--- src/logic/irq_ctrl_params.svh ---
// Constants for the interrupt controller: register map, resets, vectors.
// Assumes a plain 8-bit register port driven by the core.
`ifndef IRQ_CTRL_PARAMS_SVH
`define IRQ_CTRL_PARAMS_SVH
// Register offsets
`define OFS_GLOBAL      4'h0
`define OFS_SRCENABLE   4'h1
`define OFS_SRCFLAG     4'h2
`define OFS_HALLCTRL    4'h3
`define OFS_EDGECTRL    4'h4
`define OFS_STATUS      4'h5
// Field positions in source enable/flag registers
`define BIT_EXT         0
`define BIT_NFI         1
`define BIT_CMP0        2
`define BIT_GROUP0      3
`define BIT_HALL_A      4
// Edge field positions in the edge control register
`define POS_EXT_EDGE    0
`define POS_NFI_EDGE    2
`define POS_CMP0_EDGE   4
`define POS_HALL_EDGE   6
// Reset values
`define RST_BYTE        8'h00
// Vector addresses
`define VEC_EXT         13'h0004
`define VEC_NFI         13'h0008
`define VEC_CMP0        13'h000C
`define VEC_GROUP0      13'h0010
`endif

--- src/logic/irq_ctrl_pkg.sv ---
// Types for the interrupt controller.
// Assumes nothing beyond the parameter header.
package irq_ctrl_pkg;
  // Edge select codes: 00 off, 01 rising, 10 falling, 11 both
  typedef enum logic [1:0] {
    EDGE_OFF, EDGE_RISE, EDGE_FALL, EDGE_BOTH
  } edge_type;
  typedef enum logic [2:0] {
    SRC_NONE, SRC_EXT, SRC_NFI, SRC_CMP0, SRC_GROUP0
  } src_type;
endpackage

--- src/logic/mcu_irq_ctrl.sv ---
// Interrupt controller: flags, enables, vectoring, stack-full block, wake.
// Assumes a core that pulses a fetch boundary, reports stack full and
// signals return from interrupt; pins arrive asynchronously.
// Summary of operation
// - Flags set on source events whether or not the source is enabled.
// - A flag vectors only when its own enable is set.
// - Global enable clear blocks every interrupt.
// - Taking an interrupt pushes next PC and loads the vector.
// - Return from interrupt pops the saved PC.
// - Entering a service clears the global enable.
// - Requests arriving while blocked still latch their flags.
// - No request acknowledged while the stack is full.
// - Any newly set flag wakes the device from sleep or idle.
// - Hall flags set on selected edges of filtered Hall signals.
// - Hall vectors via group 0; service clears group flag only.
// - External flag sets on selected edge, or function disabled.
// - External vectors with its enable; service clears flag, global.
// - Pin pull-high selection stays in effect in interrupt use.
// - Filtered input flag sets on selected edge; vectors with own enable.
// - Filtered input service clears its flag and the global enable.
// - Filtered input edge select can disable the function.
// - Comparator 0 flag sets on selected output edge.
// - Comparator 0 vectors when enabled and stack not full.
// - Group flag sets when any grouped source flag sets.
//
// The register offsets and strobed register access are this design's own decisions.
`timescale 1ns/100ps
`include "irq_ctrl_params.svh"

module mcu_irq_ctrl
  import irq_ctrl_pkg::*;
#(
  parameter int PC_WIDTH = 13
) (
  // Clock and reset
  input  wire logic                ref_clk,
  input  wire logic                rstn,
  // Register port
  input  wire logic [3:0]          regAddr,
  input  wire logic [7:0]          regWdata,
  input  wire logic                regWrite,
  input  wire logic                regRead,
  output logic      [7:0]          regRdata,
  // Event sources (pins asynchronous, others on ref_clk)
  input  wire logic                externalPin,
  input  wire logic                filteredInputPin,
  input  wire logic                comparator0Out,
  input  wire logic [2:0]          filteredHall,
  input  wire logic [2:0]          pinPullSelect,
  // Core sequencer
  input  wire logic                fetchBoundary,
  input  wire logic                stackFull,
  input  wire logic                returnFromIrq,
  input  wire logic [PC_WIDTH-1:0] nextPc,
  input  wire logic [PC_WIDTH-1:0] stackTopPc,
  input  wire logic                lowPowerMode,
  output logic                     pcLoad,
  output logic      [PC_WIDTH-1:0] pcValue,
  output logic                     stackPush,
  output logic      [PC_WIDTH-1:0] stackPushPc,
  output logic                     stackPop,
  output logic                     wakeUp,
  output logic      [2:0]          pullEnable
);

  // Vector constants are 13 bits wide; a narrower counter would cut them
  if (PC_WIDTH < 13 || PC_WIDTH > 16) begin : g_width_check
    $error("PC_WIDTH must be 13 to 16");
  end

  // Edge match against a two-bit select code
  function automatic logic edgeHit(input logic [1:0] sel,
                                   input logic cur, input logic prev);
    edgeHit = ((sel == EDGE_RISE) && cur && !prev) ||
              ((sel == EDGE_FALL) && !cur && prev) ||
              ((sel == EDGE_BOTH) && (cur != prev));
  endfunction

  // Pin synchronisers: first stage read only by the second
  logic [1:0] pinSync1Q;
  logic [1:0] pinSync2Q;
  logic [1:0] pinPrevQ;
  logic       cmpPrevQ;
  logic [2:0] hallPrevQ;
  always_ff @(posedge ref_clk) begin
    if (!rstn) begin
      pinSync1Q <= 2'h0;
      pinSync2Q <= 2'h0;
      pinPrevQ  <= 2'h0;
      cmpPrevQ  <= 1'b0;
      hallPrevQ <= 3'h0;
    end else begin
      pinSync1Q <= {filteredInputPin, externalPin};
      pinSync2Q <= pinSync1Q;
      pinPrevQ  <= pinSync2Q;
      cmpPrevQ  <= comparator0Out;
      hallPrevQ <= filteredHall;
    end
  end

  // Software state
  logic       global_irq_enable_q, global_irq_enable_d;
  logic [6:0] enable_q, enable_d;   // ext, nfi, cmp0, group0, hall a..c
  logic [6:0] flag_q, flag_d;
  logic [7:0] edge_q, edge_d;
  logic [7:0] rdata_q, rdata_d;
  logic [7:0] flagPrevQ;
  // Sequencer outputs
  logic                pcLoad_q, pcLoad_d;
  logic [PC_WIDTH-1:0] pcValue_q, pcValue_d;
  logic                push_q, push_d;
  logic [PC_WIDTH-1:0] pushPc_q, pushPc_d;
  logic                pop_q, pop_d;
  logic                wake_q, wake_d;
  logic [2:0]          pull_q;
  src_type             taken;
  logic [2:0]          hallEvt;
  logic [6:0]          setEvt;
  logic                groupReq;

  // One detector per Hall channel; all three share one edge select
  for (genvar h = 0; h < 3; h++) begin : g_hall_edge
    assign hallEvt[h] = edgeHit(edge_q[`POS_HALL_EDGE +: 2],
                                filteredHall[h], hallPrevQ[h]);
  end

  // Event detection
  always_comb begin
    setEvt = 7'h00;
    setEvt[`BIT_EXT]  = edgeHit(edge_q[`POS_EXT_EDGE +: 2],
                                pinSync2Q[0], pinPrevQ[0]);
    setEvt[`BIT_NFI]  = edgeHit(edge_q[`POS_NFI_EDGE +: 2],
                                pinSync2Q[1], pinPrevQ[1]);
    setEvt[`BIT_CMP0] = edgeHit(edge_q[`POS_CMP0_EDGE +: 2],
                                comparator0Out, cmpPrevQ);
    setEvt[`BIT_HALL_A +: 3] = hallEvt;
    setEvt[`BIT_GROUP0] = |hallEvt;
    // Hall requests qualify through their per-channel enables
    groupReq = flag_q[`BIT_GROUP0] &&
               |(flag_q[`BIT_HALL_A +: 3] & enable_q[`BIT_HALL_A +: 3]);
  end

  // Arbitration: fixed order ext, nfi, cmp0, group0
  always_comb begin
    taken = SRC_NONE;
    if (fetchBoundary && global_irq_enable_q && !stackFull &&
        !pcLoad_q) begin
      if (flag_q[`BIT_EXT] && enable_q[`BIT_EXT]) begin
        taken = SRC_EXT;
      end else if (flag_q[`BIT_NFI] && enable_q[`BIT_NFI]) begin
        taken = SRC_NFI;
      end else if (flag_q[`BIT_CMP0] && enable_q[`BIT_CMP0]) begin
        taken = SRC_CMP0;
      end else if (groupReq && enable_q[`BIT_GROUP0]) begin
        taken = SRC_GROUP0;
      end
    end
  end

  // Next state of registers and sequencer outputs
  always_comb begin
    global_irq_enable_d = global_irq_enable_q;
    enable_d = enable_q;
    flag_d   = flag_q;
    edge_d   = edge_q;
    rdata_d  = `RST_BYTE;
    if (regWrite) begin
      case (regAddr)
        `OFS_GLOBAL:    global_irq_enable_d = regWdata[0];
        `OFS_SRCENABLE: enable_d = regWdata[6:0];
        `OFS_SRCFLAG:   flag_d   = regWdata[6:0];
        `OFS_EDGECTRL:  edge_d   = regWdata;
        default: ;
      endcase
    end
    if (regRead) begin
      case (regAddr)
        `OFS_GLOBAL:    rdata_d = {7'h00, global_irq_enable_q};
        `OFS_SRCENABLE: rdata_d = {1'b0, enable_q};
        `OFS_SRCFLAG:   rdata_d = {1'b0, flag_q};
        `OFS_EDGECTRL:  rdata_d = edge_q;
        `OFS_STATUS:    rdata_d = {5'h00, pinSync2Q, stackFull};
        default:        rdata_d = `RST_BYTE;
      endcase
    end
    pcLoad_d  = 1'b0;
    pcValue_d = pcValue_q;
    push_d    = 1'b0;
    pushPc_d  = pushPc_q;
    pop_d     = returnFromIrq;
    if (taken != SRC_NONE) begin
      pcLoad_d = 1'b1;
      push_d   = 1'b1;
      pushPc_d = nextPc;
      global_irq_enable_d = 1'b0;
      case (taken)
        SRC_EXT: begin
          pcValue_d = PC_WIDTH'(`VEC_EXT);
          flag_d[`BIT_EXT] = 1'b0;
        end
        SRC_NFI: begin
          pcValue_d = PC_WIDTH'(`VEC_NFI);
          flag_d[`BIT_NFI] = 1'b0;
        end
        SRC_CMP0: begin
          pcValue_d = PC_WIDTH'(`VEC_CMP0);
          flag_d[`BIT_CMP0] = 1'b0;
        end
        default: begin
          pcValue_d = PC_WIDTH'(`VEC_GROUP0);
          flag_d[`BIT_GROUP0] = 1'b0;    // Hall flags kept
        end
      endcase
    end else if (returnFromIrq) begin
      pcLoad_d  = 1'b1;
      pcValue_d = stackTopPc;
    end
    // Hardware set wins over a software clear in the same cycle
    flag_d = flag_d | setEvt;
    wake_d = lowPowerMode && |(flag_q & ~flagPrevQ[6:0]);
  end

  // Register stage
  always_ff @(posedge ref_clk) begin
    if (!rstn) begin
      global_irq_enable_q <= 1'b0;
      enable_q  <= 7'h00;
      flag_q    <= 7'h00;
      flagPrevQ <= `RST_BYTE;
      edge_q    <= `RST_BYTE;
      rdata_q   <= `RST_BYTE;
      pcLoad_q  <= 1'b0;
      pcValue_q <= '0;
      push_q    <= 1'b0;
      pushPc_q  <= '0;
      pop_q     <= 1'b0;
      wake_q    <= 1'b0;
      pull_q    <= 3'h0;
    end else begin
      global_irq_enable_q <= global_irq_enable_d;
      enable_q  <= enable_d;
      flag_q    <= flag_d;
      flagPrevQ <= {1'b0, flag_q};
      edge_q    <= edge_d;
      rdata_q   <= rdata_d;
      pcLoad_q  <= pcLoad_d;
      pcValue_q <= pcValue_d;
      push_q    <= push_d;
      pushPc_q  <= pushPc_d;
      pop_q     <= pop_d;
      wake_q    <= wake_d;
      pull_q    <= pinPullSelect;  // Pull-up kept in irq use
    end
  end

  assign regRdata    = rdata_q;
  assign pcLoad      = pcLoad_q;
  assign pcValue     = pcValue_q;
  assign stackPush   = push_q;
  assign stackPushPc = pushPc_q;
  assign stackPop    = pop_q;
  assign wakeUp      = wake_q;
  assign pullEnable  = pull_q;

  // Checks: takes gated by the global enable and the stack; entry clears the global enable
  a_global_blocks: assert property (
    @(posedge ref_clk) disable iff (!rstn)
    !global_irq_enable_q |=> !push_q)
    else $error("taken while blocked");
  a_stack_full_block: assert property (
    @(posedge ref_clk) disable iff (!rstn)
    stackFull |=> !push_q)
    else $error("taken with full stack");
  a_entry_clears_global: assert property (
    @(posedge ref_clk) disable iff (!rstn)
    push_q |-> !global_irq_enable_q)
    else $error("global enable left set");

  // Checks: vector load, push and return
  a_push_loads_pc: assert property (
    @(posedge ref_clk) disable iff (!rstn)
    push_q |-> pcLoad_q && pushPc_q == $past(nextPc))
    else $error("push without vector load");
  a_one_take_gap: assert property (
    @(posedge ref_clk) disable iff (!rstn)
    pcLoad_q |=> !push_q)
    else $error("take right after a load");
  a_return_pops: assert property (
    @(posedge ref_clk) disable iff (!rstn)
    returnFromIrq |=> stackPop)
    else $error("no pop on return");
  a_return_loads: assert property (
    @(posedge ref_clk) disable iff (!rstn)
    (returnFromIrq && taken == SRC_NONE) |=>
    pcLoad_q && pcValue_q == $past(stackTopPc))
    else $error("return did not restore the pc");

  // Checks: enables and fixed order decide which source is taken
  a_enable_gates: assert property (
    @(posedge ref_clk) disable iff (!rstn)
    (push_q && pcValue_q == PC_WIDTH'(`VEC_EXT))
    |-> $past(enable_q[`BIT_EXT]))
    else $error("disabled source taken");
  a_cmp_needs_enable: assert property (
    @(posedge ref_clk) disable iff (!rstn)
    (push_q && pcValue_q == PC_WIDTH'(`VEC_CMP0))
    |-> $past(enable_q[`BIT_CMP0] && global_irq_enable_q && !stackFull))
    else $error("comparator taken without its enables");
  a_priority_order: assert property (
    @(posedge ref_clk) disable iff (!rstn)
    (push_q && pcValue_q != PC_WIDTH'(`VEC_EXT))
    |-> !$past(flag_q[`BIT_EXT] && enable_q[`BIT_EXT]))
    else $error("lower source taken before external");
  a_hall_needs_enable: assert property (
    @(posedge ref_clk) disable iff (!rstn)
    (push_q && pcValue_q == PC_WIDTH'(`VEC_GROUP0))
    |-> $past(enable_q[`BIT_GROUP0] &&
      |(flag_q[`BIT_HALL_A +: 3] & enable_q[`BIT_HALL_A +: 3])))
    else $error("group taken without hall enables");

  // Checks: what a service clears and what it keeps
  a_ext_flag_clear: assert property (
    @(posedge ref_clk) disable iff (!rstn)
    (push_q && pcValue_q == PC_WIDTH'(`VEC_EXT) &&
    !$past(setEvt[`BIT_EXT])) |-> !flag_q[`BIT_EXT])
    else $error("external flag not cleared");
  a_filt_flag_clear: assert property (
    @(posedge ref_clk) disable iff (!rstn)
    (push_q && pcValue_q == PC_WIDTH'(`VEC_NFI) &&
    !$past(setEvt[`BIT_NFI])) |-> !flag_q[`BIT_NFI])
    else $error("filtered input flag not cleared");
  a_cmp_flag_clear: assert property (
    @(posedge ref_clk) disable iff (!rstn)
    (push_q && pcValue_q == PC_WIDTH'(`VEC_CMP0) &&
    !$past(setEvt[`BIT_CMP0])) |-> !flag_q[`BIT_CMP0])
    else $error("comparator flag not cleared");
  a_group_flag_clear: assert property (
    @(posedge ref_clk) disable iff (!rstn)
    (push_q && pcValue_q == PC_WIDTH'(`VEC_GROUP0) &&
    !$past(setEvt[`BIT_GROUP0])) |-> !flag_q[`BIT_GROUP0])
    else $error("group flag not cleared");
  a_hall_kept: assert property (
    @(posedge ref_clk) disable iff (!rstn)
    (push_q && pcValue_q == PC_WIDTH'(`VEC_GROUP0) &&
    !$past(regWrite)) |-> flag_q[`BIT_HALL_A +: 3] != 3'h0)
    else $error("hall flags lost");

  // Checks: events latch their flags whatever the enables; an off edge select sets none
  a_event_sets_flag: assert property (
    @(posedge ref_clk) disable iff (!rstn)
    setEvt[`BIT_CMP0] |=> flag_q[`BIT_CMP0])
    else $error("comparator event lost");
  a_ext_sets_flag: assert property (
    @(posedge ref_clk) disable iff (!rstn)
    (edge_q[`POS_EXT_EDGE +: 2] == EDGE_RISE &&
    pinSync2Q[0] && !pinPrevQ[0]) |=> flag_q[`BIT_EXT])
    else $error("external rising edge lost");
  a_filt_sets_flag: assert property (
    @(posedge ref_clk) disable iff (!rstn)
    (edge_q[`POS_NFI_EDGE +: 2] == EDGE_FALL &&
    !pinSync2Q[1] && pinPrevQ[1]) |=> flag_q[`BIT_NFI])
    else $error("filtered input falling edge lost");
  a_event_latches: assert property (
    @(posedge ref_clk) disable iff (!rstn)
    (setEvt[`BIT_NFI] && !global_irq_enable_q) |=> flag_q[`BIT_NFI])
    else $error("blocked request not latched");
  a_group_follows: assert property (
    @(posedge ref_clk) disable iff (!rstn)
    |hallEvt |=> flag_q[`BIT_GROUP0])
    else $error("group flag missed");
  a_edge_off_quiet: assert property (
    @(posedge ref_clk) disable iff (!rstn)
    (edge_q[`POS_NFI_EDGE +: 2] == EDGE_OFF && !flag_q[`BIT_NFI] &&
    !regWrite) |=> !flag_q[`BIT_NFI])
    else $error("disabled filtered input set its flag");

  // Checks: a freshly set flag wakes the core two cycles later
  a_wake_follows: assert property (
    @(posedge ref_clk) disable iff (!rstn)
    (|(setEvt & ~flag_q)) ##1 lowPowerMode |=> wakeUp)
    else $error("new flag did not wake");

endmodule

--- config.mk ---
export PLATFORM = sky130hd
export DESIGN_NAME = mcu_irq_ctrl
export DESIGN_NICKNAME = d
export VERILOG_FILES = /design/src/logic/irq_ctrl_pkg.sv /design/src/logic/mcu_irq_ctrl.sv
export VERILOG_INCLUDE_DIRS = /design/src /design/src/logic
export SDC_FILE = /design/constraint.sdc
export NUM_CORES = 1
export LEC_CHECK = 0
export BUFFER_PORTS_ARGS = -buffer_cell sky130_fd_sc_hd__clkbuf_2
export CAP_MARGIN = 20
export CORE_ASPECT_RATIO = 1.1
export CORE_MARGIN = 2
export CORE_UTILIZATION = 30
export DETAILED_ROUTE_END_ITERATION = 10
export PLACE_DENSITY_LB_ADDON = 0.12
export RECOVER_POWER = 25
export SKIP_CTS_REPAIR_TIMING = 1
export SYNTH_ARGS = -nofsm -noshare
export SYNTH_HDL_FRONTEND = slang
export SYNTH_SLANG_ARGS = --single-unit
--- constraint.sdc ---
create_clock -name ref_clk -period 5.05 [get_ports ref_clk]
set_clock_uncertainty 0.05 [all_clocks]
set_input_delay 0.2525 -clock ref_clk [delete_from_list [all_inputs] [get_ports ref_clk]]
set_output_delay 0.2525 -clock ref_clk [all_outputs]
set_load 0.03 [all_outputs]
==> metrics.md <==
| Metric | Value |
|---|---|
| Post-synth top flop | dfxtp_1 |
| Final Critical Period | 2130 ps |
| Die Wd | 101.3 um |
| Post-synthesis cell type count | 45 |
| Mean routed wirelength per cell | 14.79 um |
| Pint | 0.001047 W |
| Final setup fails | 0 |
| Antenna Diode Count | 0 |
| Total number of vias | 2745 |
| Final WL | 8.313 mm |
| Sw Ratio | 0.2305 |
| Critical Path RT | 5180 ps |
| Max Fanout on Critical Path | 11 |
| Final instance area | 3939 um2 |
| Status | completed |
| Vias per std cell | 4.884 |
| Fillers | approximately 1100 |
| Number of I/O pins | 96 |
| DP Area | 3690 um2 |
| Max-cap violations | 0 |
| DRC | 0 |
| Synthesized area | 3124 um2 |
| Maximum vdd drop | about 0.00013 V |
| Slew HR | 0.3521 |
| Number of core rows | 39 |
| Avg Cell Area, Syn | 9.056 um2 |
| Pleak | approximately 1.6 nW |
| HP Class | in -> reg |
| GPL Wtd Cong | 0.7913 |
| Initial Utilization | 0.3049 |
| Critical path endpoint category | flip-flop |
| Final ANT Viol Nets | 0 |
| Largest net degree at the start of global routing | 26 |
| Antenna violations before repair | 0 |
| Number of flops mapped to enable cells by yosys | 0 |
| Synth Register Bits | 81 |
| P&R area growth vs syn | 26.07% |
| FMAX | between 0.4 and 0.5 GHz |
| Synth Instances | 345 |
| Setup TNS | 0 ps |
| Pins Over Slew Limit | 0 |
| Crit Path Class | reg -> reg |
| Syn. warnings | 0 |
| Tcrit/Tclk final | 0.4217 |
| H-tree levels | 3 |
| Clock Latency Late Sink | between 300 and 400 ps |
| Clock buffer count from CTS | 9 |
| Die H | 111.0 um |
| Root Driver | clkbuf_16 |
| Port buffer count | 95 |
| Die Area | 11250 um2 |
| Layout cells sized above 1 | 0.2437 |
| Clk pwr share | 0.435 |
| Hold_ws | 79.30 ps |
| Core Area | 10250 um2 |
| Detailed Routing Iterations Pass 1 | 5 |
| Hold Violations, Final | 0 |
| Vias in the first global route | 2611 |
| Syn Nets | 400 |
| First-pass GRT wire length | 13.12 mm |
| Total global-route track usage | 0.1536 |
| Ys async rst share | 0 |
| Actual transition at the worst max-transition pin | between 900 and 1000 ps |
| Critical Path AT | 2260 ps |
| First DRT Iteration DRCs | 132 |
| CTS Buffer Depth | 2 |
| DP Wirelength | between 6 and 7 mm |
| Total gr overflow | 0 |
| Reg power frac | 0.488 |
| Reg clk slew, reported paths | 60 ps |
| CTS Sinks | 81 |
| CTS tree | done |
| Sequential cell area fraction in the yosys report | 0.5190 |
| P_sw | between 0.0003 and 0.0004 W |
| RSZ-0062 raised after global routing | no |
| Final nets | 491 |
| PwrDens | 345.6 nW/um2 |
| Combinational share of power | 0.077 |
| Critical path launch point type | flip-flop |
## per-stage QoR
stage	setup WS, ps	utilization	total power (W)	std cells
floorplan	3200	-	0.0007378	345
global placement	2880	0.3601	0.0007847	548
detailed placement	2862	0.3601	0.0007855	548
CTS	2921	0.3864	0.001382	562
global route	2640	0.3844	0.001421	562
finish	2920	0.3844	0.001361	562
## cell usage in the layout (no fill, tap or decap), drive strengths merged, types with 4 or more instances in the layout
master	count
a22oi	5
clkbuf	106
a21oi	34
and2	16
nand3b	6
o21ai	11
mux2i	11
o22ai	5
nand2	54
inv	8
nor2	36
mux2	5
a222oi	4
nand3	19
dfxtp	81
a22o	4
## layer usage
layer	global-route usage	share of wire
met3	0.03279	0.044
met5	0	0
met2	0.2406	0.47
met1	0.2002	0.46
met4	0.07117	0.018
## path summary, 6_finish.rpt
path,slack (ps),from,endpoint,cells past startpoint
min,80,pinPullSelect[1],pullEnable[1]$_SDFF_PN0_,2
max reg2reg,2920,pcLoad$_SDFF_PN0_,pcValue[6]$_SDFFE_PN0P_,4
max,2920,pcLoad$_SDFF_PN0_,pcValue[6]$_SDFFE_PN0P_,4
min reg2reg,380,pinSync1Q[0]$_SDFF_PN0_,pinSync2Q[0]$_SDFF_PN0_,1
## cell type report
type                       instances  area [um2]  share of cell area
clock buffer                      11       252.7             0.06417
clock inverter                     3       17.52            0.004447
inverter                           9       33.78            0.008577
timing repair buffer              96       461.7              0.1172
tap                              123       153.9             0.03907
sequential                        81        1622              0.4117
multi-input combinational        239        1398              0.3548
## synth_stat cells (2+ instances only)
library cell / n / area [um2]
dfxtp_1: 81 / 1622
nand2_1: 54 / 202.7
a21oi_1: 34 / 170.2
nor2_1: 34 / 127.6
nand3_1: 18 / 90.09
and2_1: 16 / 100.1
mux2i_1: 11 / 110.1
o21ai_0: 11 / 55.05
clkbuf_1: 8 / 30.03
inv_1: 8 / 30.03
buf_2: 6 / 30.03
nand3b_1: 6 / 45.04
mux2_2: 5 / 56.30
o22ai_1: 5 / 31.28
a222oi_1: 4 / 40.04
a22o_1: 4 / 35.03
a22oi_1: 4 / 30.03
o211ai_1: 3 / 22.52
o21a_1: 3 / 22.52
a32o_1: 2 / 20.02
nand2b_1: 2 / 12.51
nor2b_1: 2 / 12.51
nor3b_1: 2 / 15.01
## cell families (layout without fill, tap and decap cells)
family,count (synthesis),after routing,share of synthesized area
multiplexers,16,16,0.05326
AND/OR/NAND/NOR,144,144,0.2231
flip-flops,81,81,0.5190
AO/OA/AOI/OAI,79,79,0.1710
buffers and inverters,25,119,0.03364
## registers in the layout (all words and copies together), names as in the netlist, 3 cells and up
signal / flops
edge_q: 8
regRdata: 8
flag_q: 7
pcValue: 13
hallPrevQ: 3
stackPushPc: 13
pullEnable: 3
enable_q: 7
flagPrevQ: 7
## power by group through the flow
stage / registers, W / logic, W / clock network (W)
finish: 0.000665 / 0.000105 / 0.000592
detailed placement: 0.000679 / 0.000107 / 0
global route: 0.000666 / 0.000115 / 0.000640
floorplan: 0.000694 / 0.0000436 / 0
CTS: 0.000665 / 0.000107 / 0.000610
global placement: 0.000678 / 0.000106 / 0
## worst max-delay path: stages, from the launching register on
cell       delay, ps
dfxtp_1          310
nand4bb_1        320
or2b_2           440
o211ai_1         750
nor2_1           110
(Power assumes the default switching activity.)
